`config.mk`:
```
export PLATFORM = sky130hd
export DESIGN_NAME = ubff_uart
export DESIGN_NICKNAME = d
export VERILOG_FILES = /design/src/rtl/ubff_pkg.sv /design/src/rtl/ubff_uart.sv
export VERILOG_INCLUDE_DIRS = /design/src /design/src/rtl
export SDC_FILE = /design/constraint.sdc
export NUM_CORES = 1
export LEC_CHECK = 0
export ABC_AREA = 0
export BUFFER_PORTS_ARGS = -buffer_cell sky130_fd_sc_hd__buf_4
export CAP_MARGIN = 10
export CORE_ASPECT_RATIO = 1.2
export CORE_MARGIN = 8
export CORE_UTILIZATION = 40
export CTS_CLUSTER_DIAMETER = 200
export DETAILED_ROUTE_END_ITERATION = 8
export SYNTH_ARGS = -nofsm -noshare
export SYNTH_HDL_FRONTEND = slang
export SYNTH_SLANG_ARGS = --single-unit
```
`constraint.sdc`:
```
create_clock -name clk -period 5.9 [get_ports clk]
set_input_delay 0.59 -clock clk [delete_from_list [all_inputs] [get_ports clk]]
set_output_delay 0.59 -clock clk [all_outputs]
set_load 0.1 [all_outputs]
```
`src/rtl/ubff_params.svh`:
```
// Purpose: Constants for the serial baud and frame-format block
// Assumes: Classic Wishbone slave, 32-bit data, byte addresses
// Notes: Register offsets below are byte addresses of aligned words
//
// Overview of operation
// - Baud rate is clock over two to the n+1 times k+16.
// - Three-bit prescale field picks clock over 2^(n+1), n is field plus one.
// - Five-bit counter divides prescaled clock by 16+k, k from 0 to 14.
// - Frame is start bit, character bits, optional parity, then stop bits.
// - Seven-bit mode sends data bits 0 to 6 and ignores bit 7.
// - Seven-bit mode presents received bit 7 as zero.
// - Transmitter sends one or two stop bits per frame.
// - Even, odd, zero, none parity; parity errors flagged only for even and odd.
// - Even mode transmit parity is one when character has odd ones.
// - Even mode receive flags error when ones plus parity is odd.
// - Odd mode transmit parity is zero when character has odd ones.
// - Odd mode receive flags error when ones plus parity is even.
// - Receive errors are recorded in a readable status register.
// - Parity field: 00 none, 01 zero, 10 odd, 11 even.
// - Stop-length bit: 0 gives one stop bit, 1 gives two.
// - Receiver checks only the first stop bit for framing.
// - Length bit: 0 gives seven-bit, 1 gives eight-bit characters.
`ifndef UBFF_PARAMS_SVH
`define UBFF_PARAMS_SVH
`define UBFF_OFS_MODE 8'h00
`define UBFF_OFS_ERRSTAT 8'h04
`define UBFF_OFS_BAUD 8'h08
`define UBFF_OFS_TXDATA 8'h0C
`define UBFF_OFS_RXDATA 8'h10
`define UBFF_OFS_IRQSTAT 8'h14
`define UBFF_OFS_IRQMASK 8'h18
`define UBFF_MODE_RST 8'h00
`define UBFF_BAUD_RST 8'h00
`define UBFF_MODE_TXE 7
`define UBFF_MODE_RXE 6
`define UBFF_MODE_PARH 4
`define UBFF_MODE_PARL 3
`define UBFF_MODE_CLEN 2
`define UBFF_MODE_SLEN 1
`define UBFF_BAUD_PSH 6
`define UBFF_BAUD_PSL 4
`define UBFF_BAUD_DVH 3
`define UBFF_BAUD_DVL 0
`define UBFF_DIV_BASE 5'h10
`define UBFF_DIV_KMAX 4'hE
`define UBFF_IRQ_TXDONE 0
`define UBFF_IRQ_RXDONE 1
`define UBFF_IRQ_RXERR 2
`endif

```
`src/rtl/ubff_pkg.sv`:
```
// Purpose: Types for the serial baud and frame-format block
// Assumes: Constants live in ubff_params.svh
// Notes: One-hot state codes written out
package ubff_pkg;
	typedef enum logic [1:0] {
		UBFF_PAR_NONE = 2'h0,
		UBFF_PAR_ZERO = 2'h1,
		UBFF_PAR_ODD = 2'h2,
		UBFF_PAR_EVEN = 2'h3
	} ubff_parity_t;
	typedef enum logic [5:0] {
		UBFF_IDLE = 6'h01,
		UBFF_START = 6'h02,
		UBFF_DATA = 6'h04,
		UBFF_PARITY = 6'h08,
		UBFF_STOP1 = 6'h10,
		UBFF_STOP2 = 6'h20
	} ubff_state_t;
	typedef struct packed {
		logic txEnable;
		logic rxEnable;
		ubff_parity_t parity;
		logic eightBit;
		logic twoStop;
	} ubff_mode_t;
	typedef struct packed {
		logic parityErr;
		logic framingErr;
		logic overrunErr;
	} ubff_err_t;
endpackage

```
`src/rtl/ubff_uart.sv`:
```
// Purpose: UART baud generator, frame formatter, parity and receive errors
// Assumes: Single 50 MHz clock, synchronous active-high reset, rxLine synchronous
// Notes: Registers reached over classic Wishbone; one level interrupt
`include "ubff_params.svh"
`timescale 1ns/10ps
`default_nettype none
module ubff_uart (
	input wire logic clk, // System clock
	input wire logic reset, // Synchronous reset, active high
	input wire logic wbCyc, // Wishbone cycle
	input wire logic wbStb, // Wishbone strobe
	input wire logic wbWe, // Wishbone write enable
	input wire logic [7:0] wbAdr, // Wishbone byte address
	input wire logic [3:0] wbSel, // Wishbone byte selects
	input wire logic [31:0] wbDatI, // Wishbone write data
	output logic [31:0] wbDatO, // Wishbone read data
	output logic wbAck, // Wishbone acknowledge
	input wire logic rxLine, // Serial receive line
	output logic txLine, // Serial transmit line
	output logic irq // Interrupt, active high level
);
	logic [7:0] modeReg_q;
	logic [7:0] baudReg_q;
	logic [2:0] irqStat_q;
	logic [2:0] irqMask_q;
	ubff_pkg::ubff_err_t errStat_q;
	logic [7:0] rxBuf_q;
	logic rxFull_q;
	ubff_pkg::ubff_mode_t mode;
	logic wbReq, wbWrite, wbRead;
	logic [8:0] prescale_q;
	logic [2:0] presSel;
	logic tick;
	logic [4:0] txCnt_q, rxCnt_q, divLen;
	logic txTick, rxTick, rxMid;
	ubff_pkg::ubff_state_t txState_q, rxState_q;
	logic [7:0] txShift_q, rxShift_q;
	logic [2:0] txBits_q, rxBits_q;
	logic txPar_q, rxPar_q;
	logic txStart, txDone, rxDone;
	ubff_pkg::ubff_err_t rxErr;
	logic rxStopOk;

	function automatic logic selByte(input logic [7:0] adr, input logic [7:0] ofs, input logic [3:0] sel);
		selByte = (adr[7:2] == ofs[7:2]) && sel[0];
	endfunction

	// Seven-bit characters keep only bits 0 to 6
	function automatic logic [7:0] charMask(input logic [7:0] d, input logic eight);
		charMask = eight ? d : {1'b0, d[6:0]};
	endfunction

	assign mode.txEnable = modeReg_q[`UBFF_MODE_TXE];
	assign mode.rxEnable = modeReg_q[`UBFF_MODE_RXE];
	assign mode.parity = ubff_pkg::ubff_parity_t'(modeReg_q[`UBFF_MODE_PARH:`UBFF_MODE_PARL]);
	assign mode.eightBit = modeReg_q[`UBFF_MODE_CLEN];
	assign mode.twoStop = modeReg_q[`UBFF_MODE_SLEN];

	assign wbReq = wbCyc && wbStb && !wbAck;
	assign wbWrite = wbReq && wbWe;
	assign wbRead = wbReq && !wbWe;
	assign txStart = wbWrite && selByte(wbAdr, `UBFF_OFS_TXDATA, wbSel) && mode.txEnable
		&& (txState_q == ubff_pkg::UBFF_IDLE);

	// Bus slave: one wait state, ack one cycle after request seen
	always_ff @(posedge clk) begin
		if (reset) begin
			wbAck <= 1'b0;
			wbDatO <= 32'h0000_0000;
		end else begin
			wbAck <= wbReq;
			wbDatO <= 32'h0000_0000;
			if (wbRead) begin
				case (wbAdr[7:2])
					6'(`UBFF_OFS_MODE >> 2): wbDatO <= {24'h000000, modeReg_q};
					6'(`UBFF_OFS_ERRSTAT >> 2): wbDatO <= {29'h00000000, errStat_q};
					6'(`UBFF_OFS_BAUD >> 2): wbDatO <= {24'h000000, baudReg_q};
					6'(`UBFF_OFS_RXDATA >> 2): wbDatO <= {24'h000000, rxBuf_q};
					6'(`UBFF_OFS_IRQSTAT >> 2): wbDatO <= {29'h00000000, irqStat_q};
					6'(`UBFF_OFS_IRQMASK >> 2): wbDatO <= {29'h00000000, irqMask_q};
					default: wbDatO <= 32'h0000_0000;
				endcase
			end
		end
	end

	always_ff @(posedge clk) begin
		if (reset) begin
			modeReg_q <= `UBFF_MODE_RST;
			baudReg_q <= `UBFF_BAUD_RST;
			irqMask_q <= 3'h0;
		end else if (wbWrite) begin
			if (selByte(wbAdr, `UBFF_OFS_MODE, wbSel))
				modeReg_q <= {wbDatI[7:1], 1'b0};
			if (selByte(wbAdr, `UBFF_OFS_BAUD, wbSel))
				baudReg_q <= {1'b0, wbDatI[6:0]};
			if (selByte(wbAdr, `UBFF_OFS_IRQMASK, wbSel))
				irqMask_q <= wbDatI[2:0];
		end
	end

	// Prescaler: tick every 2^(field+2) clocks, which with the 16+k divider gives the baud formula
	assign presSel = baudReg_q[`UBFF_BAUD_PSH:`UBFF_BAUD_PSL];
	always_ff @(posedge clk) begin
		if (reset)
			prescale_q <= 9'h000;
		else
			prescale_q <= prescale_q + 9'h001;
	end
	always_comb begin
		tick = 1'b1;
		for (int i = 0; i < 9; i++) begin
			if (i <= int'(presSel) + 1)
				tick = tick & prescale_q[i];
		end
	end

	// Divide-by-16+k counters; k above 14 is clamped
	always_comb begin
		divLen = `UBFF_DIV_BASE + 5'((baudReg_q[3:0] > `UBFF_DIV_KMAX) ? `UBFF_DIV_KMAX : baudReg_q[3:0]);
	end
	assign txTick = tick && (txCnt_q == divLen - 5'h01);
	assign rxTick = tick && (rxCnt_q == divLen - 5'h01);
	assign rxMid = tick && (rxCnt_q == (divLen >> 1));

	always_ff @(posedge clk) begin
		if (reset || txState_q == ubff_pkg::UBFF_IDLE)
			txCnt_q <= 5'h00;
		else if (txTick)
			txCnt_q <= 5'h00;
		else if (tick)
			txCnt_q <= txCnt_q + 5'h01;
	end

	// Transmitter
	always_ff @(posedge clk) begin
		if (reset) begin
			txState_q <= ubff_pkg::UBFF_IDLE;
			txLine <= 1'b1;
			txShift_q <= 8'h00;
			txBits_q <= 3'h0;
			txPar_q <= 1'b0;
		end else begin
			case (txState_q)
				ubff_pkg::UBFF_IDLE: begin
					txLine <= 1'b1;
					if (txStart) begin
						txShift_q <= charMask(wbDatI[7:0], mode.eightBit);
						txPar_q <= ^charMask(wbDatI[7:0], mode.eightBit);
						txLine <= 1'b0;
						txState_q <= ubff_pkg::UBFF_START;
					end
				end
				ubff_pkg::UBFF_START: if (txTick) begin
					txLine <= txShift_q[0];
					txShift_q <= txShift_q >> 1;
					txBits_q <= mode.eightBit ? 3'h7 : 3'h6;
					txState_q <= ubff_pkg::UBFF_DATA;
				end
				ubff_pkg::UBFF_DATA: if (txTick) begin
					if (txBits_q != 3'h0) begin
						txLine <= txShift_q[0];
						txShift_q <= txShift_q >> 1;
						txBits_q <= txBits_q - 3'h1;
					end else if (mode.parity != ubff_pkg::UBFF_PAR_NONE) begin
						case (mode.parity)
							ubff_pkg::UBFF_PAR_EVEN: txLine <= txPar_q;
							ubff_pkg::UBFF_PAR_ODD: txLine <= ~txPar_q;
							default: txLine <= 1'b0;
						endcase
						txState_q <= ubff_pkg::UBFF_PARITY;
					end else begin
						txLine <= 1'b1;
						txState_q <= ubff_pkg::UBFF_STOP1;
					end
				end
				ubff_pkg::UBFF_PARITY: if (txTick) begin
					txLine <= 1'b1;
					txState_q <= ubff_pkg::UBFF_STOP1;
				end
				ubff_pkg::UBFF_STOP1: if (txTick) begin
					txLine <= 1'b1;
					txState_q <= mode.twoStop ? ubff_pkg::UBFF_STOP2 : ubff_pkg::UBFF_IDLE;
				end
				ubff_pkg::UBFF_STOP2: if (txTick)
					txState_q <= ubff_pkg::UBFF_IDLE;
				default: txState_q <= ubff_pkg::UBFF_IDLE;
			endcase
		end
	end
	assign txDone = txTick && ((txState_q == ubff_pkg::UBFF_STOP2)
		|| (txState_q == ubff_pkg::UBFF_STOP1 && !mode.twoStop));

	// Receiver counter starts at the start edge and runs freely per bit
	always_ff @(posedge clk) begin
		if (reset || rxState_q == ubff_pkg::UBFF_IDLE)
			rxCnt_q <= 5'h00;
		else if (rxTick)
			rxCnt_q <= 5'h00;
		else if (tick)
			rxCnt_q <= rxCnt_q + 5'h01;
	end

	assign rxStopOk = rxLine;
	always_comb begin
		rxErr.parityErr = 1'b0;
		case (mode.parity)
			ubff_pkg::UBFF_PAR_EVEN: rxErr.parityErr = ^{rxShift_q, rxPar_q};
			ubff_pkg::UBFF_PAR_ODD: rxErr.parityErr = ~^{rxShift_q, rxPar_q};
			default: rxErr.parityErr = 1'b0;
		endcase
		rxErr.framingErr = !rxStopOk;
		rxErr.overrunErr = rxFull_q;
	end

	// Sampling at mid-bit; stop sampled once only
	always_ff @(posedge clk) begin
		if (reset || !mode.rxEnable) begin
			rxState_q <= ubff_pkg::UBFF_IDLE;
			rxShift_q <= 8'h00;
			rxBits_q <= 3'h0;
			rxPar_q <= 1'b0;
		end else begin
			case (rxState_q)
				ubff_pkg::UBFF_IDLE: if (!rxLine) begin
					rxState_q <= ubff_pkg::UBFF_START;
				end
				// Start confirmed at its middle, so bit 0 is sampled one bit later
				ubff_pkg::UBFF_START: if (rxMid) begin
					if (rxLine) begin
						rxState_q <= ubff_pkg::UBFF_IDLE;
					end else begin
						rxState_q <= ubff_pkg::UBFF_DATA;
						rxShift_q <= 8'h00;
						rxBits_q <= mode.eightBit ? 3'h7 : 3'h6;
					end
				end
				ubff_pkg::UBFF_DATA: if (rxMid) begin
					if (mode.eightBit)
						rxShift_q <= {rxLine, rxShift_q[7:1]};
					else
						rxShift_q <= {1'b0, rxLine, rxShift_q[6:1]};
					rxBits_q <= rxBits_q - 3'h1;
					if (rxBits_q == 3'h0)
						rxState_q <= (mode.parity == ubff_pkg::UBFF_PAR_NONE) ? ubff_pkg::UBFF_STOP1
							: ubff_pkg::UBFF_PARITY;
				end
				ubff_pkg::UBFF_PARITY: if (rxMid) begin
					rxPar_q <= rxLine;
					rxState_q <= ubff_pkg::UBFF_STOP1;
				end
				ubff_pkg::UBFF_STOP1: if (rxMid)
					rxState_q <= ubff_pkg::UBFF_IDLE;
				default: rxState_q <= ubff_pkg::UBFF_IDLE;
			endcase
		end
	end
	assign rxDone = mode.rxEnable && rxMid && (rxState_q == ubff_pkg::UBFF_STOP1);

	// Buffer, error status; reading data clears errors, frame arrival overwrites
	always_ff @(posedge clk) begin
		if (reset) begin
			rxBuf_q <= 8'h00;
			rxFull_q <= 1'b0;
			errStat_q <= 3'h0;
		end else if (rxDone) begin
			rxBuf_q <= charMask(rxShift_q, mode.eightBit);
			rxFull_q <= 1'b1;
			if (mode.parity == ubff_pkg::UBFF_PAR_NONE)
				errStat_q <= {1'b0, rxErr.framingErr, rxErr.overrunErr};
			else
				errStat_q <= rxErr;
		end else if (wbRead && wbAdr[7:2] == 6'(`UBFF_OFS_RXDATA >> 2)) begin
			rxFull_q <= 1'b0;
			errStat_q <= 3'h0;
		end
	end

	// Sticky events; a set in the clear cycle wins
	always_ff @(posedge clk) begin
		if (reset) begin
			irqStat_q <= 3'h0;
			irq <= 1'b0;
		end else begin
			for (int b = 0; b < 3; b++) begin
				if (wbWrite && selByte(wbAdr, `UBFF_OFS_IRQSTAT, wbSel) && wbDatI[b])
					irqStat_q[b] <= 1'b0;
			end
			if (txDone)
				irqStat_q[`UBFF_IRQ_TXDONE] <= 1'b1;
			if (rxDone)
				irqStat_q[`UBFF_IRQ_RXDONE] <= 1'b1;
			if (rxDone && (rxErr.framingErr || rxErr.overrunErr
				|| (rxErr.parityErr && mode.parity[1])))
				irqStat_q[`UBFF_IRQ_RXERR] <= 1'b1;
			irq <= |(irqStat_q & irqMask_q);
		end
	end
endmodule // ubff_uart
`default_nettype wire

```
# Yosys cells after proc, flatten, opt, wreduce, memory -nomap -nowiden
# Cells that the tools add are included.
[totals] regBits=122 word_cells=233
[classes] addsub=8 magnitude_cmp=10 eq_ne=38 muxes=71 bitwise_logic=11 reduce_logical=69
[op_table] operator="4-bit by 32-bit less-or-equal comparator with 1-bit output, first input constant" n=4
[op_table] operator="6-bit 2-to-1 mux" n=14
[op_table] operator="8-bit 2-to-1 mux" n=10
[op_table] operator="3-bit by 32-bit less-or-equal comparator with 1-bit output, first input constant" n=2
[op_table] operator="8-bit one-hot mux with 6 select lines" n=1
[op_table] operator="6-bit one-hot mux with 6 select lines" n=1
[op_table] operator="1-bit by 32-bit less-or-equal comparator with 1-bit output, first input constant" n=1
[op_table] operator="2-bit by 32-bit less-or-equal comparator with 1-bit output, first input constant" n=1
[op_table] operator="6-bit by 3-bit == test with 1-bit output, second input constant" n=5
[op_table] operator="3-bit 2-to-1 mux" n=10
[op_table] operator="2-bit inequality test, second input constant" n=15
[op_table] operator="6-bit one-hot mux with 5 select lines" n=1
[op_table] operator="1-bit logical AND" n=26
[op_table] operator="6-bit by 2-bit == test with 1-bit output, second input constant" n=4
[op_table] operator="1-bit 2-to-1 mux" n=24
[op_table] operator="8-bit one-hot mux with 3 select lines" n=1
[op_table] operator="6-bit by 1-bit == test with 1-bit output, second input constant" n=3
[op_table] operator="8-bit one-hot mux with 2 select lines" n=1
[op_table] operator="2-bit nonzero test" n=7
[op_table] operator="6-bit by 4-bit == test with 1-bit output, second input constant" n=2
[op_table] operator="6-bit by 5-bit == test with 1-bit output, second input constant" n=2
[op_table] operator="3-bit one-hot mux with 2 select lines" n=2
[op_table] operator="4-bit AND reduction" n=3
[op_table] operator="5-bit by 1-bit adder with 5-bit output, second input constant" n=2
[op_table] operator="other kinds (35)" n=65

# Logic depth before layout (Yosys ltp)
[depth] depth_word=24 depth_mapped=12 ltp_nobuf=9

# Least setup slack after synthesis
# No wires, ideal clock.
[synth_path] kind="register to register" start="register baudReg_q[4]" end="register txState_q[5]" t_arrival_ns=2.798 setup_slack_ns=3.033 path_stages_with_launch=12 path_buffers=2 synth_period_minus_slack_ns=2.867 cell_sequence="dfxtp_1 > buf_2 > inv_1 > ha_1 > nand2_1 > a21oi_1 > a2111oi_0 > or4_1 > buf_2 > o41a_1 > or4_1 > o21ai_1"
[synth_between] elab_chain_cells=22
[synth_lines] element="start: declaration" line_no="ubff_uart.sv:23" source="logic [7:0] baudReg_q;"
[synth_lines] element="start signal: assignment" line_no="ubff_uart.sv:90" source="baudReg_q <= `UBFF_BAUD_RST;"
[synth_lines] element="start signal: assignment" line_no="ubff_uart.sv:96" source="baudReg_q <= {1'b0, wbDatI[6:0]};"
[synth_lines] element="3-bit by 1-bit adder with 4-bit output *" line_no="ubff_uart.sv:113" source="if (i <= int'(presSel) + 1)"
[synth_lines] element="1-bit by 32-bit less-or-equal comparator with 1-bit output" line_no="ubff_uart.sv:113"
[synth_lines] element="1-bit 2-to-1 mux" line_no="ubff_uart.sv:113"
[synth_lines] element="1-bit bitwise AND" line_no="ubff_uart.sv:114" source="tick = tick & prescale_q[i];"
[synth_lines] element="1-bit 2-to-1 mux" line_no="ubff_uart.sv:113"
[synth_lines] element="1-bit bitwise AND" line_no="ubff_uart.sv:114"
[synth_lines] element="1-bit 2-to-1 mux" line_no="ubff_uart.sv:113"
[synth_lines] element="1-bit bitwise AND" line_no="ubff_uart.sv:114"
[synth_lines] element="(+6 left out)"
[synth_lines] element="1-bit 2-to-1 mux" line_no="ubff_uart.sv:113"
[synth_lines] element="1-bit bitwise AND" line_no="ubff_uart.sv:114"
[synth_lines] element="1-bit 2-to-1 mux" line_no="ubff_uart.sv:113"
[synth_lines] element="1-bit bitwise AND" line_no="ubff_uart.sv:114"
[synth_lines] element="1-bit 2-to-1 mux *" line_no="ubff_uart.sv:113"
[synth_lines] element="1-bit logical AND *" line_no="ubff_uart.sv:122" source="assign txTick = tick && (txCnt_q == divLen - 5'h01);"
[synth_lines] element="2-bit inequality test (no line)"
[synth_lines] element="7-bit AND reduction (no line) *"
[synth_lines] element="end signal: assignment" line_no="ubff_uart.sv:138" source="txState_q <= ubff_pkg::UBFF_IDLE;"
[synth_lines] element="end signal: assignment" line_no="ubff_uart.sv:151" source="txState_q <= ubff_pkg::UBFF_START;"
[synth_lines] element="end signal: assignment" line_no="ubff_uart.sv:158" source="txState_q <= ubff_pkg::UBFF_DATA;"
[synth_lines] element="end: declaration" line_no="ubff_uart.sv:36" source="ubff_pkg::ubff_state_t txState_q, rxState_q;"
# Mark *: on every way between the ends. The rest lies on a longest branch, timed or not.
# A chain may end at the register's enable or synchronous reset.

# Worst setup path after layout
[layout_path] start="register baudReg_q[4]" end="register errStat_q[1] (netlist name)"
[layout_between] elab_chain_cells=23
[layout_lines] element="3-bit by 1-bit adder with 4-bit output *" line_no="ubff_uart.sv:113"
[layout_lines] element="1-bit by 32-bit less-or-equal comparator with 1-bit output" line_no="ubff_uart.sv:113"
[layout_lines] element="1-bit 2-to-1 mux" line_no="ubff_uart.sv:113"
[layout_lines] element="1-bit bitwise AND" line_no="ubff_uart.sv:114"
[layout_lines] element="1-bit 2-to-1 mux" line_no="ubff_uart.sv:113"
[layout_lines] element="1-bit bitwise AND" line_no="ubff_uart.sv:114"
[layout_lines] element="1-bit 2-to-1 mux" line_no="ubff_uart.sv:113"
[layout_lines] element="1-bit bitwise AND" line_no="ubff_uart.sv:114"
[layout_lines] element="(+6 left out)"
[layout_lines] element="1-bit 2-to-1 mux" line_no="ubff_uart.sv:113"
[layout_lines] element="1-bit bitwise AND" line_no="ubff_uart.sv:114"
[layout_lines] element="1-bit 2-to-1 mux" line_no="ubff_uart.sv:113"
[layout_lines] element="1-bit bitwise AND" line_no="ubff_uart.sv:114"
[layout_lines] element="1-bit 2-to-1 mux *" line_no="ubff_uart.sv:113"
[layout_lines] element="1-bit logical AND *" line_no="ubff_uart.sv:124" source="assign rxMid = tick && (rxCnt_q == (divLen >> 1));"
[layout_lines] element="1-bit logical AND * (2 in series)" line_no="ubff_uart.sv:258" source="assign rxDone = mode.rxEnable && rxMid && (rxState_q == ubff_pkg::UBFF_STOP1);"
[layout_lines] element="3-bit 2-to-1 mux or 2-bit nonzero test (tied branches)"
[layout_lines] element="end signal: assignment" line_no="ubff_uart.sv:270" source="errStat_q <= {1'b0, rxErr.framingErr, rxErr.overrunErr};"
[layout_lines] element="end signal: assignment" line_no="ubff_uart.sv:272" source="errStat_q <= rxErr;"
[layout_lines] element="end: declaration" line_no="ubff_uart.sv:26" source="ubff_pkg::ubff_err_t errStat_q;"
# Marks and branches as above.

==> results.md <==
* CTS root buffer: clkbuf_16
* Worst Setup End Kind: flip-flop
* Post-DP Area at 0.00580 mm2
* Measured slew at the worst slew-check pin at 0.972 ns
* Switching Fraction at 0.257
* Sw Pwr at approximately 370 uW
* Total Routed Length at about 14 mm
* IO buf count at 31
* FF+latch count, synth at 97
* VDD IR max at 0.104 mV
* Clock buffer count from CTS at 9
* Drt first pass iters at 4
* Critical path class: flip-flop to flip-flop
* Post-route ant nets at 0
* Chip width at 124 um
* Final Setup Violations at 0
* Final #Nets at 754
* Routed len/inst at 15.9 um
* Crit path DAT at ~3.7 ns
* Total gr overflow at 0
* Largest area contributor in the synthesized netlist: dfxtp_1
* Distinct cells, synth at 69
* Final period utilization at 0.575
* Fraction of registers with async set/reset at 0
* Reg2reg path depth at 10
* CP required at slightly above 6 ns
* Clock network fraction of total power at 0.455
* Vias/cell at 5.52
* Register area share after synthesis at 0.348
* HPWL Detailed at ~10 mm
* Boundary pin count at 85
* Vias at between 4000 and 5000
* Slew Viols, Final at 0
* Row cnt at 47
* Vias in the first global route at between 4000 and 5000
* Antenna diode count at 0
* Cell area after layout at 0.00614 mm2
* Area delta synth->final at 10.1%
* Clk sinks at 97
* Sequential share of power at 0.457
* Pwr dens at 234 mW/mm2
* Reg2reg start: baudReg_q[4]
* Setup_tns at 0 ns
* Synth warnings at 0
* Max Clock Freq at 0.295 GHz
* EDFF count, synth at 0
* Hold WC Path Type: flip-flop to flip-flop
* Clock buffer depth at 2
* Post-synthesis cell area at 0.00558 mm2
* Max-Cap Viols at 0
* Min-delay src: txPar_q
* Crit start category: flip-flop
* Drt first-iter violations at ~240
* DRC violations left at 0
* Post-Syn Instances at 690
* CP Max Fanout at 14
* Layout cells sized above 1 at 0.0989
* H-tree levels at 3
* Hold buffers post-CTS at 0
* Clock Latency Late Sink at 0.35 ns
* Global-route wire length before repair at 22.5 mm
* Top-area cell type share of the netlist area at 0.348
* Post-CTS Setup Inserts at 0
* Leakage power at 2.24 nW
* Reg2Reg Capture Point: errStat_q[1]
* RSZ-0062 raised after global routing: no
* Total Routing Usage GR at 0.156
* Min Tclk post-route at about 3.4 ns
* Post-CTS sizing at 0
* CP max stage delay at approximately 0.73 ns
* Clock skew at between 0.006 and 0.007 ns
* Main flop type after synthesis: dfxtp_1
* CP Cell Sequence: inv_1 -> ha_1 -> nand2_1 -> a21oi_1 -> a2111oi_0 -> nor4_2 -> buf_4 -> nand3_1 -> mux2_2 -> nor2_1
* RD Place Congestion at roughly 0.91
* Hold endpoint: txPar_q
* Flop-to-flop setup slack at 2.51 ns
* Die Area at 0.0180 mm2
* Slew margin rel. at 0.347
* Reg clk slew, reported paths at 0.07 ns
* CTS tree: built
* Gate power share at 0.087
* Syn Area/Cell at 8.09 um2
* Outcome: finished, final reports clean
* Starting Density at 0.407
* Fin. Hold Viols at 0
* Core area at 0.0137 mm2
* Initial antenna violation count at 0
* Hold path depth at 2
* Pin count of the biggest net entering global routing at 78
* Highest-delay cell along the critical path: a2111oi_0
* Synth top area cells: dfxtp_1 (35%), mux2i_1 (6.8%), nor2_1 (5.5%)
* Int Pwr at 1.07 mW
* Die Span Y at 145 um
[sequential cells by signal (all words and copies together) (netlist names), 3 cells and up]
signal and count:
errStat_q 3, rxShift_q 8, txState_q 6, modeReg_q 7, txBits_q 3, rxBuf_q 8
irqStat_q 3, rxBits_q 3, wbDatO 8, irqMask_q 3, txCnt_q 5, baudReg_q 7
rxState_q 5, rxCnt_q 5, prescale_q 9, txShift_q 8
[per-stage QoR]
| step | total power, mW | worst slack [ns] | std cells | util | hold WS [ns] |
|---|---|---|---|---|---|
| 2_1_floorplan | 0.788 | 3.03 | 713 | - | 0.430 |
| 6_report | 1.44 | 2.51 | 869 | 0.448 | 0.461 |
| 5_1_grt | 1.49 | 2.20 | 869 | 0.448 | 0.486 |
| 4_1_cts | 1.46 | 2.54 | 868 | 0.448 | 0.463 |
| 3_5_place_dp | 0.798 | 2.56 | 852 | 0.423 | 0.452 |
| 3_3_place_gp | 0.798 | 2.66 | 852 | 0.423 | 0.450 |
[layer usage]
layer | part of all wire | routed length [um] | global-route usage
met2 | 0.49 | 6790 | 0.255
met3 | 0.041 | 565 | 0.0194
met5 | 0 | 0 | 0
met4 | 0.023 | 320 | 0.0670
met1 | 0.44 | 6120 | 0.199
[cells in the mapped netlist, types with 7 or more instances]
cell type,n
clkbuf_1,34
or3_1,7
o31ai_1,12
nor3_1,18
nor2b_1,8
a21oi_1,46
o21ai_0,28
nand4_1,9
nor2_1,82
mux2i_1,38
nand3b_1,10
buf_2,7
nand2_1,49
dfxtp_1,97
nand2b_1,8
buf_4,24
ha_1,11
xnor2_1,28
inv_1,16
xor2_1,14
nand3_1,44
[critical path: cells and delay by family, from the launching register on]
kind | cells | cell delay (ns)
compound gates | 2 | 0.82
fa+ha+maj | 1 | 0.33
buf+inv | 2 | 0.34
flops | 1 | 0.52
mux | 1 | 0.40
simple gates | 4 | 0.89
[logic make-up after synthesis]
family                   Yosys count  synth area share
XOR/XNOR                          42            0.0659
buffers and inverters             84            0.0756
adder cells (fa/ha/maj)           11            0.0247
multiplexers                      45            0.0843
AND/OR/NAND/NOR                  275             0.246
flip-flops                        97             0.348
AO/OA/AOI/OAI                    135             0.154
other                              1          0.000672
[worst max path at each step]
stage | endpoint | start | cells after the start
global route | errStat_q[1] | baudReg_q[4] | 10
finish | errStat_q[1] | baudReg_q[4] | 10
detailed placement | errStat_q[1] | baudReg_q[4] | 10
floorplan | txState_q[5] | baudReg_q[4] | 11
CTS | errStat_q[1] | baudReg_q[4] | 10
global placement | txState_q[5] | baudReg_q[4] | 9
[cells in the final DEF (no fill, tap or decap), types with 16 or more instances in the layout]
cell | synthesis | final
xnor2_1 | 28 | 28
mux2i_1 | 38 | 38
nor3_1 | 18 | 18
nand3_1 | 44 | 44
o21ai_0 | 28 | 28
inv_1 | 16 | 16
a21oi_1 | 46 | 46
conb_1 | 1 | 24
nor2_1 | 82 | 82
dfxtp_1 | 97 | 97
buf_4 | 24 | 37
nand2_1 | 49 | 49
[power groups by stage]
stage	registers, mW	logic [mW]	clock network [mW]
4_1_cts	0.658	0.125	0.672
5_1_grt	0.658	0.132	0.697
3_5_place_dp	0.674	0.125	0
3_3_place_gp	0.673	0.124	0
2_1_floorplan	0.675	0.113	0
6_report	0.658	0.126	0.655
[layout make-up]
class	count	area, um2
clock buffer	10	239
clock inverter	6	96.3
fill	1388	7560
inverter	16	60.1
multi-input combinational	532	3320
sequential	97	1940
tap	171	214
timing repair buffer	37	278
Power figures use the tool's default switching activity.
